<file path="config.mk">
export PLATFORM = sky130hd
export DESIGN_NAME = pib_irq_bank
export DESIGN_NICKNAME = d
export VERILOG_FILES = /design/src/pib_pkg.sv /design/src/pib_irq_bank.sv
export VERILOG_INCLUDE_DIRS = /design/src
export SDC_FILE = /design/constraint.sdc
export NUM_CORES = 1
export LEC_CHECK = 0
export ABC_CLOCK_PERIOD_IN_PS = 1400
export BUFFER_PORTS_ARGS = -buffer_cell sky130_fd_sc_hd__buf_2
export CAP_MARGIN = 5
export CORE_ASPECT_RATIO = 1.5
export CORE_MARGIN = 1
export CORE_UTILIZATION = 42
export DETAILED_ROUTE_END_ITERATION = 10
export PLACE_DENSITY = 0.73
export SYNTH_ARGS = -nofsm -noshare
export SYNTH_HDL_FRONTEND = slang
export SYNTH_SLANG_ARGS = --single-unit
export TNS_END_PERCENT = 100
</file>
<file path="constraint.sdc">
create_clock -name i_clk_sys -period 1.4 [get_ports i_clk_sys]
set_input_delay 0.28 -clock i_clk_sys [delete_from_list [all_inputs] [get_ports i_clk_sys]]
set_output_delay 0.28 -clock i_clk_sys [all_outputs]
set_load 0.01 [all_outputs]
</file>
<file path="src/pib_consts.svh">
// Offsets, field positions, reset values and widths of the interrupt bank.
// Included by the package and by the bank itself; definitions only.
`ifndef PIB_CONSTS_SVH
`define PIB_CONSTS_SVH

// ==========================================================================
// Register byte offsets
`define PIB_OFS_ENABLE_SEVEN 8'h00
`define PIB_OFS_ENABLE_EIGHT 8'h04
`define PIB_OFS_STATUS_ZERO 8'h08
`define PIB_OFS_REQUEST_ONE 8'h0C
`define PIB_OFS_EVENT 8'h10
`define PIB_OFS_MASK 8'h14

// ==========================================================================
// Implemented bits of each register
`define PIB_ENABLE_SEVEN_MASK 8'hF7
`define PIB_ENABLE_EIGHT_MASK 8'h3F
`define PIB_STATUS_ZERO_MASK 8'h31
`define PIB_REQUEST_ONE_MASK 8'hC3
`define PIB_STATUS_ZERO_WR_MASK 8'h21

// ==========================================================================
// Field positions
`define PIB_BIT_TIMER_ZERO 5
`define PIB_BIT_PIN_CHANGE 4
`define PIB_BIT_EXT_PIN 0
`define PIB_BIT_OSC_FAILSAFE 7
`define PIB_BIT_CLOCK_SWITCH 6
`define PIB_BIT_CONV_THRESH 1
`define PIB_BIT_CONV_DONE 0

// ==========================================================================
// Reset values and bus answers
`define PIB_RST_BYTE 8'h00
`define PIB_RST_EVENT 16'h0000
`define PIB_RESP_OKAY 2'h0
`define PIB_RESP_SLVERR 2'h2
`define PIB_PORT_COUNT 5

`endif

</file>
<file path="src/pib_pkg.sv">
// Types shared by the peripheral interrupt bank.
// Assumes the constants header sits in the same folder.
`include "pib_consts.svh"

package pib_pkg;
    typedef logic [7:0] pib_byte_t;
    typedef logic [15:0] pib_event_t;
    typedef logic [1:0] pib_resp_t;
endpackage

</file>
<file path="src/pib_irq_bank.sv">
// Peripheral interrupt enable and flag bank with an AXI4-Lite slave.
// Assumes event inputs are one-cycle pulses synchronous to i_clk_sys and
// that the core applies its own global sequencing to o_core_irq_req.
//
// Chosen here: the register offsets and the AXI4-Lite slave port.
`timescale 1ns/10ps
`default_nettype none
`include "pib_consts.svh"

// What this block does
// - Enable bit passes or blocks source request
// - Enable seven high nibble: scanner, checksum, memory, oscillator
// - Enable seven low bits: wavegens; bit 3 zero
// - Enable eight bits 5-3: second timer; 7-6 zero
// - Enable eight bits 2-0: first measurement timer
// - All enable and flag bits reset clear
// - Timer zero overflow flag sticky until written
// - Pin-change summary is OR of port flags
// - External pin flag set by event, software clears
// - Oscillator fail-safe flag sticky until cleared
// - Clock switch flag sticky until cleared
// - Converter threshold and done flags, software clears
// - Flags set regardless of any enable
// - Unimplemented flag positions always read zero
module pib_irq_bank
    import pib_pkg::*;
#(
    parameter int PORT_COUNT = `PIB_PORT_COUNT
) (
    // Clock and reset
    input wire logic i_clk_sys,
    input wire logic i_rst_b,
    // AXI4-Lite write address and data
    input wire logic i_awvalid,
    output logic o_awready,
    input wire logic [7:0] i_awaddr,
    input wire logic i_wvalid,
    output logic o_wready,
    input wire logic [31:0] i_wdata,
    input wire logic [3:0] i_wstrb,
    // AXI4-Lite write response
    output logic o_bvalid,
    input wire logic i_bready,
    output logic [1:0] o_bresp,
    // AXI4-Lite read
    input wire logic i_arvalid,
    output logic o_arready,
    input wire logic [7:0] i_araddr,
    output logic o_rvalid,
    input wire logic i_rready,
    output logic [31:0] o_rdata,
    output logic [1:0] o_rresp,
    // Hardware events
    input wire logic i_timer_zero_overflow,
    input wire logic i_external_pin_event,
    input wire logic [PORT_COUNT-1:0] i_per_port_change_flags,
    input wire logic i_osc_failsafe_event,
    input wire logic i_clock_switch_event,
    input wire logic i_converter_threshold_event,
    input wire logic i_converter_done_event,
    // Flags kept elsewhere for the seventh and eighth enable sets
    input wire logic [7:0] i_flags_seven,
    input wire logic [7:0] i_flags_eight,
    // Enables kept elsewhere for the status zero and request one flags
    input wire logic [7:0] i_status_zero_en,
    input wire logic [7:0] i_request_one_en,
    input wire logic i_global_irq_enable,
    // Requests to the core
    output logic [7:0] o_req_seven,
    output logic [7:0] o_req_eight,
    output logic [7:0] o_req_status_zero,
    output logic [7:0] o_req_request_one,
    output logic o_core_irq_req,
    // Bus-side interrupt line
    output logic o_irq
);

    // ======================================================================
    // Register state
    pib_byte_t enable_seven_r;
    pib_byte_t enable_eight_r;
    pib_byte_t status_zero_r;
    pib_byte_t request_one_r;
    pib_event_t event_r;
    pib_event_t mask_r;
    pib_byte_t status_zero_nxt;
    pib_byte_t request_one_nxt;
    pib_event_t event_nxt;
    pib_byte_t st0_set;
    pib_byte_t rq1_set;
    logic pin_change_any;
    logic pin_change_rise;
    pib_byte_t req_seven_nxt;
    pib_byte_t req_eight_nxt;
    pib_byte_t req_status_zero_nxt;
    pib_byte_t req_request_one_nxt;
    logic core_irq_nxt;
    logic irq_nxt;

    // ======================================================================
    // Bus handshake state
    logic aw_hold_r;
    logic w_hold_r;
    logic [7:0] waddr_r;
    logic [31:0] wdata_r;
    logic [3:0] wstrb_r;
    logic awready_r;
    logic wready_r;
    logic bvalid_r;
    pib_resp_t bresp_r;
    logic arready_r;
    logic rvalid_r;
    logic [31:0] rdata_r;
    pib_resp_t rresp_r;
    logic aw_take;
    logic w_take;
    logic ar_take;
    logic do_write;
    logic aw_hold_nxt;
    logic w_hold_nxt;
    logic bvalid_nxt;
    logic rvalid_nxt;
    logic wr_lane0;
    logic wr_lane1;
    logic wr_known;
    logic rd_known;
    logic [31:0] rd_word;
    logic [7:0] rd_addr;
    logic rd_hit_event;
    logic wr_mask_sel;

    assign aw_take = i_awvalid & awready_r;
    assign w_take = i_wvalid & wready_r;
    assign ar_take = i_arvalid & arready_r;
    assign do_write = aw_hold_r & w_hold_r & ~bvalid_r;
    assign wr_lane0 = do_write & wstrb_r[0];
    assign wr_lane1 = do_write & wstrb_r[1];
    assign aw_hold_nxt = (aw_hold_r & ~do_write) | aw_take;
    assign w_hold_nxt = (w_hold_r & ~do_write) | w_take;
    assign bvalid_nxt = do_write | (bvalid_r & ~i_bready);
    assign rvalid_nxt = ar_take | (rvalid_r & ~i_rready);
    // Byte offsets within a word are ignored; each register is one word
    assign rd_addr = {i_araddr[7:2], 2'b00};
    assign rd_hit_event = ar_take & (rd_addr == `PIB_OFS_EVENT);
    assign wr_mask_sel = do_write & (waddr_r == `PIB_OFS_MASK);

    // Unknown offsets answer with an error and leave every register alone
    always_comb begin
        case (waddr_r)
            `PIB_OFS_ENABLE_SEVEN,
            `PIB_OFS_ENABLE_EIGHT,
            `PIB_OFS_STATUS_ZERO,
            `PIB_OFS_REQUEST_ONE,
            `PIB_OFS_EVENT,
            `PIB_OFS_MASK: wr_known = 1'b1;
            default: wr_known = 1'b0;
        endcase
    end

    // ======================================================================
    // Write channel: address and data taken in either order
    always_ff @(posedge i_clk_sys) begin
        if (!i_rst_b) begin
            aw_hold_r <= 1'b0;
            w_hold_r <= 1'b0;
            awready_r <= 1'b0;
            wready_r <= 1'b0;
            bvalid_r <= 1'b0;
            bresp_r <= `PIB_RESP_OKAY;
            waddr_r <= 8'h00;
            wdata_r <= 32'h0000_0000;
            wstrb_r <= 4'h0;
        end else begin
            aw_hold_r <= aw_hold_nxt;
            w_hold_r <= w_hold_nxt;
            // No new write is taken until the response has been accepted
            awready_r <= ~aw_hold_nxt & ~bvalid_nxt;
            wready_r <= ~w_hold_nxt & ~bvalid_nxt;
            bvalid_r <= bvalid_nxt;
            if (aw_take) begin
                waddr_r <= {i_awaddr[7:2], 2'b00};
            end
            if (w_take) begin
                wdata_r <= i_wdata;
                wstrb_r <= i_wstrb;
            end
            if (do_write) begin
                bresp_r <= wr_known ? `PIB_RESP_OKAY : `PIB_RESP_SLVERR;
            end
        end
    end

    // ======================================================================
    // Read channel
    always_comb begin
        rd_known = 1'b1;
        case (rd_addr)
            `PIB_OFS_ENABLE_SEVEN: rd_word = {24'h0, enable_seven_r};
            `PIB_OFS_ENABLE_EIGHT: rd_word = {24'h0, enable_eight_r};
            `PIB_OFS_STATUS_ZERO: rd_word = {24'h0, status_zero_r};
            `PIB_OFS_REQUEST_ONE: rd_word = {24'h0, request_one_r};
            `PIB_OFS_EVENT: rd_word = {16'h0, event_r};
            `PIB_OFS_MASK: rd_word = {16'h0, mask_r};
            default: begin
                rd_word = 32'h0000_0000;
                rd_known = 1'b0;
            end
        endcase
    end

    always_ff @(posedge i_clk_sys) begin
        if (!i_rst_b) begin
            arready_r <= 1'b0;
            rvalid_r <= 1'b0;
            rdata_r <= 32'h0000_0000;
            rresp_r <= `PIB_RESP_OKAY;
        end else begin
            // Only one read is open: the address waits until data is taken
            arready_r <= ~rvalid_nxt;
            rvalid_r <= rvalid_nxt;
            if (ar_take) begin
                rdata_r <= rd_word;
                rresp_r <= rd_known ? `PIB_RESP_OKAY : `PIB_RESP_SLVERR;
            end
        end
    end

    // ======================================================================
    // Enable registers
    always_ff @(posedge i_clk_sys) begin
        if (!i_rst_b) begin
            enable_seven_r <= `PIB_RST_BYTE;
            enable_eight_r <= `PIB_RST_BYTE;
        end else if (wr_lane0) begin
            if (waddr_r == `PIB_OFS_ENABLE_SEVEN) begin
                // Bit 3 is never stored, so it reads zero
                enable_seven_r <= wdata_r[7:0] & `PIB_ENABLE_SEVEN_MASK;
            end
            if (waddr_r == `PIB_OFS_ENABLE_EIGHT) begin
                enable_eight_r <= wdata_r[7:0] & `PIB_ENABLE_EIGHT_MASK;
            end
        end
    end

    // ======================================================================
    // Flag registers
    assign pin_change_any = |i_per_port_change_flags;

    always_comb begin
        st0_set = 8'h00;
        rq1_set = 8'h00;
        // Events land whatever the enables say
        st0_set[`PIB_BIT_TIMER_ZERO] = i_timer_zero_overflow;
        st0_set[`PIB_BIT_EXT_PIN] = i_external_pin_event;
        rq1_set[`PIB_BIT_OSC_FAILSAFE] = i_osc_failsafe_event;
        rq1_set[`PIB_BIT_CLOCK_SWITCH] = i_clock_switch_event;
        rq1_set[`PIB_BIT_CONV_THRESH] = i_converter_threshold_event;
        rq1_set[`PIB_BIT_CONV_DONE] = i_converter_done_event;

        status_zero_nxt = status_zero_r;
        request_one_nxt = request_one_r;
        if (wr_lane0 && waddr_r == `PIB_OFS_STATUS_ZERO) begin
            status_zero_nxt = wdata_r[7:0];
        end
        if (wr_lane0 && waddr_r == `PIB_OFS_REQUEST_ONE) begin
            request_one_nxt = wdata_r[7:0];
        end
        // Hardware set is ORed last so it beats a clearing write
        status_zero_nxt = (status_zero_nxt | st0_set)
            & `PIB_STATUS_ZERO_WR_MASK;
        // Rebuilt from the ports each cycle, so a write never sticks
        status_zero_nxt[`PIB_BIT_PIN_CHANGE] = pin_change_any;
        request_one_nxt = (request_one_nxt | rq1_set)
            & `PIB_REQUEST_ONE_MASK;
    end

    always_ff @(posedge i_clk_sys) begin
        if (!i_rst_b) begin
            status_zero_r <= `PIB_RST_BYTE;
            request_one_r <= `PIB_RST_BYTE;
        end else begin
            status_zero_r <= status_zero_nxt;
            request_one_r <= request_one_nxt;
        end
    end

    // ======================================================================
    // Bus interrupt: sticky event bits cleared by reading them
    // A summary that stays high must not refill its bit after a read,
    // so only its rising edge counts as a pin-change event
    assign pin_change_rise = pin_change_any
        & ~status_zero_r[`PIB_BIT_PIN_CHANGE];

    always_comb begin
        event_nxt = event_r;
        if (rd_hit_event) begin
            event_nxt = `PIB_RST_EVENT;
        end
        // Sets are ORed after the clear so a read never loses an event
        event_nxt = event_nxt | {rq1_set, st0_set};
        event_nxt[`PIB_BIT_PIN_CHANGE] = event_nxt[`PIB_BIT_PIN_CHANGE]
            | pin_change_rise;
    end

    always_ff @(posedge i_clk_sys) begin
        if (!i_rst_b) begin
            event_r <= `PIB_RST_EVENT;
        end else begin
            event_r <= event_nxt;
        end
    end

    always_ff @(posedge i_clk_sys) begin
        if (!i_rst_b) begin
            mask_r <= `PIB_RST_EVENT;
        end else if (wr_mask_sel) begin
            // Lane 1 carries the request one half of the shared layout
            if (wr_lane0) begin
                mask_r[7:0] <= wdata_r[7:0];
            end
            if (wr_lane1) begin
                mask_r[15:8] <= wdata_r[15:8];
            end
        end
    end

    // ======================================================================
    // Request terms shared by the per-source outputs and the core line
    // Flags seven and eight are levels owned elsewhere; not latched here
    assign req_seven_nxt = i_flags_seven & enable_seven_r;
    assign req_eight_nxt = i_flags_eight & enable_eight_r;
    assign req_status_zero_nxt = status_zero_r
        & i_status_zero_en;
    assign req_request_one_nxt = request_one_r
        & i_request_one_en;
    // The global enable gates only the core line; per-source requests
    // still show which source is pending while interrupts are held off
    assign core_irq_nxt = i_global_irq_enable
        & (|{req_seven_nxt, req_eight_nxt,
        req_status_zero_nxt, req_request_one_nxt});
    assign irq_nxt = |(event_r & mask_r);

    // ======================================================================
    // Requests to the core, one cycle behind the flags and enables.
    // Enable-gated only; flags stay visible when disabled.
    always_ff @(posedge i_clk_sys) begin
        if (!i_rst_b) begin
            o_req_seven <= 8'h00;
            o_req_eight <= 8'h00;
            o_req_status_zero <= 8'h00;
            o_req_request_one <= 8'h00;
            o_core_irq_req <= 1'b0;
            o_irq <= 1'b0;
        end else begin
            o_req_seven <= req_seven_nxt;
            o_req_eight <= req_eight_nxt;
            o_req_status_zero <= req_status_zero_nxt;
            o_req_request_one <= req_request_one_nxt;
            o_core_irq_req <= core_irq_nxt;
            o_irq <= irq_nxt;
        end
    end

    // ======================================================================
    // Bus outputs
    assign o_awready = awready_r;
    assign o_wready = wready_r;
    assign o_bvalid = bvalid_r;
    assign o_bresp = bresp_r;
    assign o_arready = arready_r;
    assign o_rvalid = rvalid_r;
    assign o_rdata = rdata_r;
    assign o_rresp = rresp_r;

endmodule
`default_nettype wire

</file>
==> summary.txt <==
Run status
  – Outcome: finished, violations left
  – Failing checks: negative setup slack

Synth
  – Number of storage elements in the synthesis netlist: 114
  – Distinct cell type count of the synthesized netlist: 42
  – Count of flip-flops with a built-in enable after synthesis: 0
  – Share of synthesized area occupied by flip-flops and latches: 49.8%
  – Number of instances in the synthesized netlist: 514
  – Mapped cell area: 4590 sq um
  – Leading cell types by total area after synthesis: sky130_fd_sc_hd__dfxtp_1 50%, sky130_fd_sc_hd__nand2_1 8.1%, sky130_fd_sc_hd__mux2i_1 7.0%
  – Post-synth ARST share: 0%
  – Most area-hungry cell type in the Yosys netlist: sky130_fd_sc_hd__dfxtp_1
  – Mean Syn Cell Area: 8.92 sq um
  – Share of Yosys cell area claimed by the top area cell type: 49.8%
  – Warnings from Yosys: 0
  – Primary flip-flop cell chosen by synthesis mapping: sky130_fd_sc_hd__dfxtp_1

Clocking
  – CTS buffer count: 17
  – Clock tree from TritonCTS: yes
  – Skew-Pair Late Insertion Delay: 410 ps
  – Sink count of the clock tree: 114
  – Level count of the clock H-tree: 4
  – Max Root-Sink Buffers: 2
  – Clock-pin slew of the registers on the worst-case setup and hold paths: 50 ps
  – Root buffer cell: sky130_fd_sc_hd__clkbuf_16

Setup path
  – Arrival time reported for the critical path endpoint: 1760 ps
  – Critical-path maximum fanout: 8
  – Number of cells on the worst reg-to-reg path: 5
  – Internal reg-to-reg setup slack: -30 ps
  – End of the worst register-to-register path: mask_r[7]
  – Worst EP required: 1730 ps
  – Worst Setup Path Type: flop to flop
  – Worst Setup End Kind: flop
  – Reg-to-Reg Start: o_bvalid
  – CP Launch Type: flop

Worst hold path
  – Endpoint with the worst hold slack: event_r[9]
  – Hold Crit Start: i_converter_threshold_event
  – Hold/Removal Path Class: primary input to flop
  – Cell depth of the worst min-delay path: 3

Die
  – Total number of placement rows: 46
  – I/O pin cnt: 178
  – Initial core utilization: 43.3%
  – Placeable Area: 10600 sq um
  – Chip Height: 130 microns
  – X dimension of the die: 87.3 microns
  – Overall die area: 11400 sq um

Routing
  – Average wire length per cell after detail routing: 15.1 microns
  – ANT nets after route: 0
  – Initial DRC count: 197
  – Total Wirelength: 12.3 mm
  – Post-detailed-route DRC marker count: 0
  – Via-to-Cell Ratio: 5.04
  – Routed vias: 4098
  – Number of optimization iterations in the first detailed-route pass: 4

GRT
  – First-pass GRT wire length: 18.9 mm
  – Largest net degree at the start of global routing: 42
  – Vias in the first global route: 3961
  – Leftover overflow at the end of global routing: 0
  – Number of antenna violations at the first check in global routing: 0
  – Total global-route track usage: 22.2%

Finish
  – Fraction of layout instances using a drive strength above 1: 29.6%
  – # diodes: 0
  – Leading cell types in the layout, fill and taps excluded: 113 x sky130_fd_sc_hd__dfxtp_1, 112 x sky130_fd_sc_hd__buf_2, 99 x sky130_fd_sc_hd__nand2_1, 55 x sky130_fd_sc_hd__a21oi_1, 34 x sky130_fd_sc_hd__buf_4
  – Relative area change from synthesis to final layout: 31.7%
  – Final std cell area, no fill: 6040 sq um
  – Nets: 761
  – Leading cell type in the layout, fill and taps excluded: sky130_fd_sc_hd__dfxtp_1
  – Number of standard cells in the final layout excluding fillers: 813

Timing
  – Shortest period the worst path allows: 1430 ps
  – Final worst-path setup slack: -28.6 ps
  – Worst Clk Skew: 7.32 ps
  – Max Freq: 700 MHz
  – Hold Vio Cnt, Final: 0
  – Unrepaired setup endpoints after global routing: yes
  – Finish-stage setup viols: 8
  – Final Cycle Share: 102%
  – Count of pins over their slew limit: 0

Placed design
  – Count of buffers inserted at the top-level ports: 113
  – Post-detail-place hpwl: 9.10 mm
  – Post-Place Cells: 779
  – Placed inst area: 5420 sq um
  – Final weighted congestion in routability-driven placement: 0.871

Flow run
  – Count of maximum capacitance violations: 0

Pwr
  – Worst VDD drop: 0.714 mV
  – Total power density per cell area: 1300 nW/um^2
  – Leakage power summed over all cells: 2.69 nW
## cell families after synthesis
family | synth area share [%]
muxes | 7.47
other | 0.0818
DFF | 49.8
buffers and inverters | 8.73
and+or+nand+nor | 19.6
AOI/OAI and AO/OA | 14.3
## layout make-up
class | instances | area (sq um)
Inverter | 10 | 37.5
Sequential cell | 114 | 2280
Clock buffer | 23 | 468
Clock inverter | 7 | 60.1
Multi-Input combinational cell | 360 | 2060
Timing Repair Buffer | 155 | 952
Tap cell | 144 | 180
Fill cell | 964 | 4550
## power by group
group	switching, mW	internal (mW)	leakage (nW)
clock	1.38	2.48	0.266
combinational	0.330	0.233	1.49
sequential	0.0737	3.35	0.929
total	1.78	6.06	2.69
## synth_stat cells (4+ instances only)
library cell	number
sky130_fd_sc_hd__mux2i_1	32
sky130_fd_sc_hd__buf_4	33
sky130_fd_sc_hd__a221oi_1	4
sky130_fd_sc_hd__a21oi_1	55
sky130_fd_sc_hd__a22o_1	4
sky130_fd_sc_hd__nand2_1	99
sky130_fd_sc_hd__nand3_1	21
sky130_fd_sc_hd__a31oi_1	4
sky130_fd_sc_hd__and3_1	23
sky130_fd_sc_hd__inv_1	9
sky130_fd_sc_hd__a32oi_1	5
sky130_fd_sc_hd__dfxtp_1	114
sky130_fd_sc_hd__o21ai_0	18
sky130_fd_sc_hd__a22oi_1	11
sky130_fd_sc_hd__clkbuf_1	20
sky130_fd_sc_hd__and2_1	6
sky130_fd_sc_hd__nor2_1	13
## worst max-delay path by stage
| stage | from | to | slack, ps |
|---|---|---|---|
| 2_1_floorplan | waddr_r[7] | mask_r[3] | 40 |
| 3_3_place_gp | i_araddr[2] | o_rdata[1] | -190 |
| 3_5_place_dp | i_araddr[2] | o_rdata[1] | -190 |
| 4_1_cts | waddr_r[6] | mask_r[7] | -50 |
| 5_1_grt | waddr_r[6] | mask_r[3] | -130 |
| 6_report | o_bvalid | mask_r[7] | -30 |
## worst max-delay path, cell delays in order, from the launching register on
cell and delay [ps]:
sky130_fd_sc_hd__dfxtp_2 320, sky130_fd_sc_hd__nand3b_1 200, sky130_fd_sc_hd__nor3b_2 230, sky130_fd_sc_hd__and4_1 260, sky130_fd_sc_hd__buf_12 150, sky130_fd_sc_hd__mux2i_1 200
## sequential cells by signal, indices dropped and copies added (netlist names), 3 cells and up
name	flops
mask_r	16
o_rdata	16
wdata_r	16
enable_seven_r	7
event_r	7
o_req_seven	7
enable_eight_r	6
o_req_eight	6
waddr_r	6
o_req_request_one	4
request_one_r	4
o_req_status_zero	3
status_zero_r	3
## through the flow
stage	setup slack (ps)	setup TNS [ps]	hold WS, ps	util [%]	total power [mW]
floorplan	41.9	0	397	-	3.81
global placement	-194	-1140	439	51.2	4.01
detailed placement	-188	-1820	442	51.2	4.03
CTS	-48.2	-193	88.1	56.4	7.88
global route	-126	-1690	90.9	57.0	8.14
finish	-28.6	-119	107	57.0	7.84
## metal layers
metal	vias to the layer above	part of all wire [%]	GRT usage (%)
met5	-	0	0
met4	0	3.9	13.8
met3	28	5.2	6.70
met2	147	54	40.5
met1	1905	37	21.7
li1	2018	-	-
## what timing repair did
action,4_1_cts,5_1_grt
pin swaps,3,4
gates cloned,0,1
endpoints found under the setup margin,16,35
hold buffers,0,0
setup buffers,2,1
resized for setup,3,20
(Power assumes the default switching activity.)
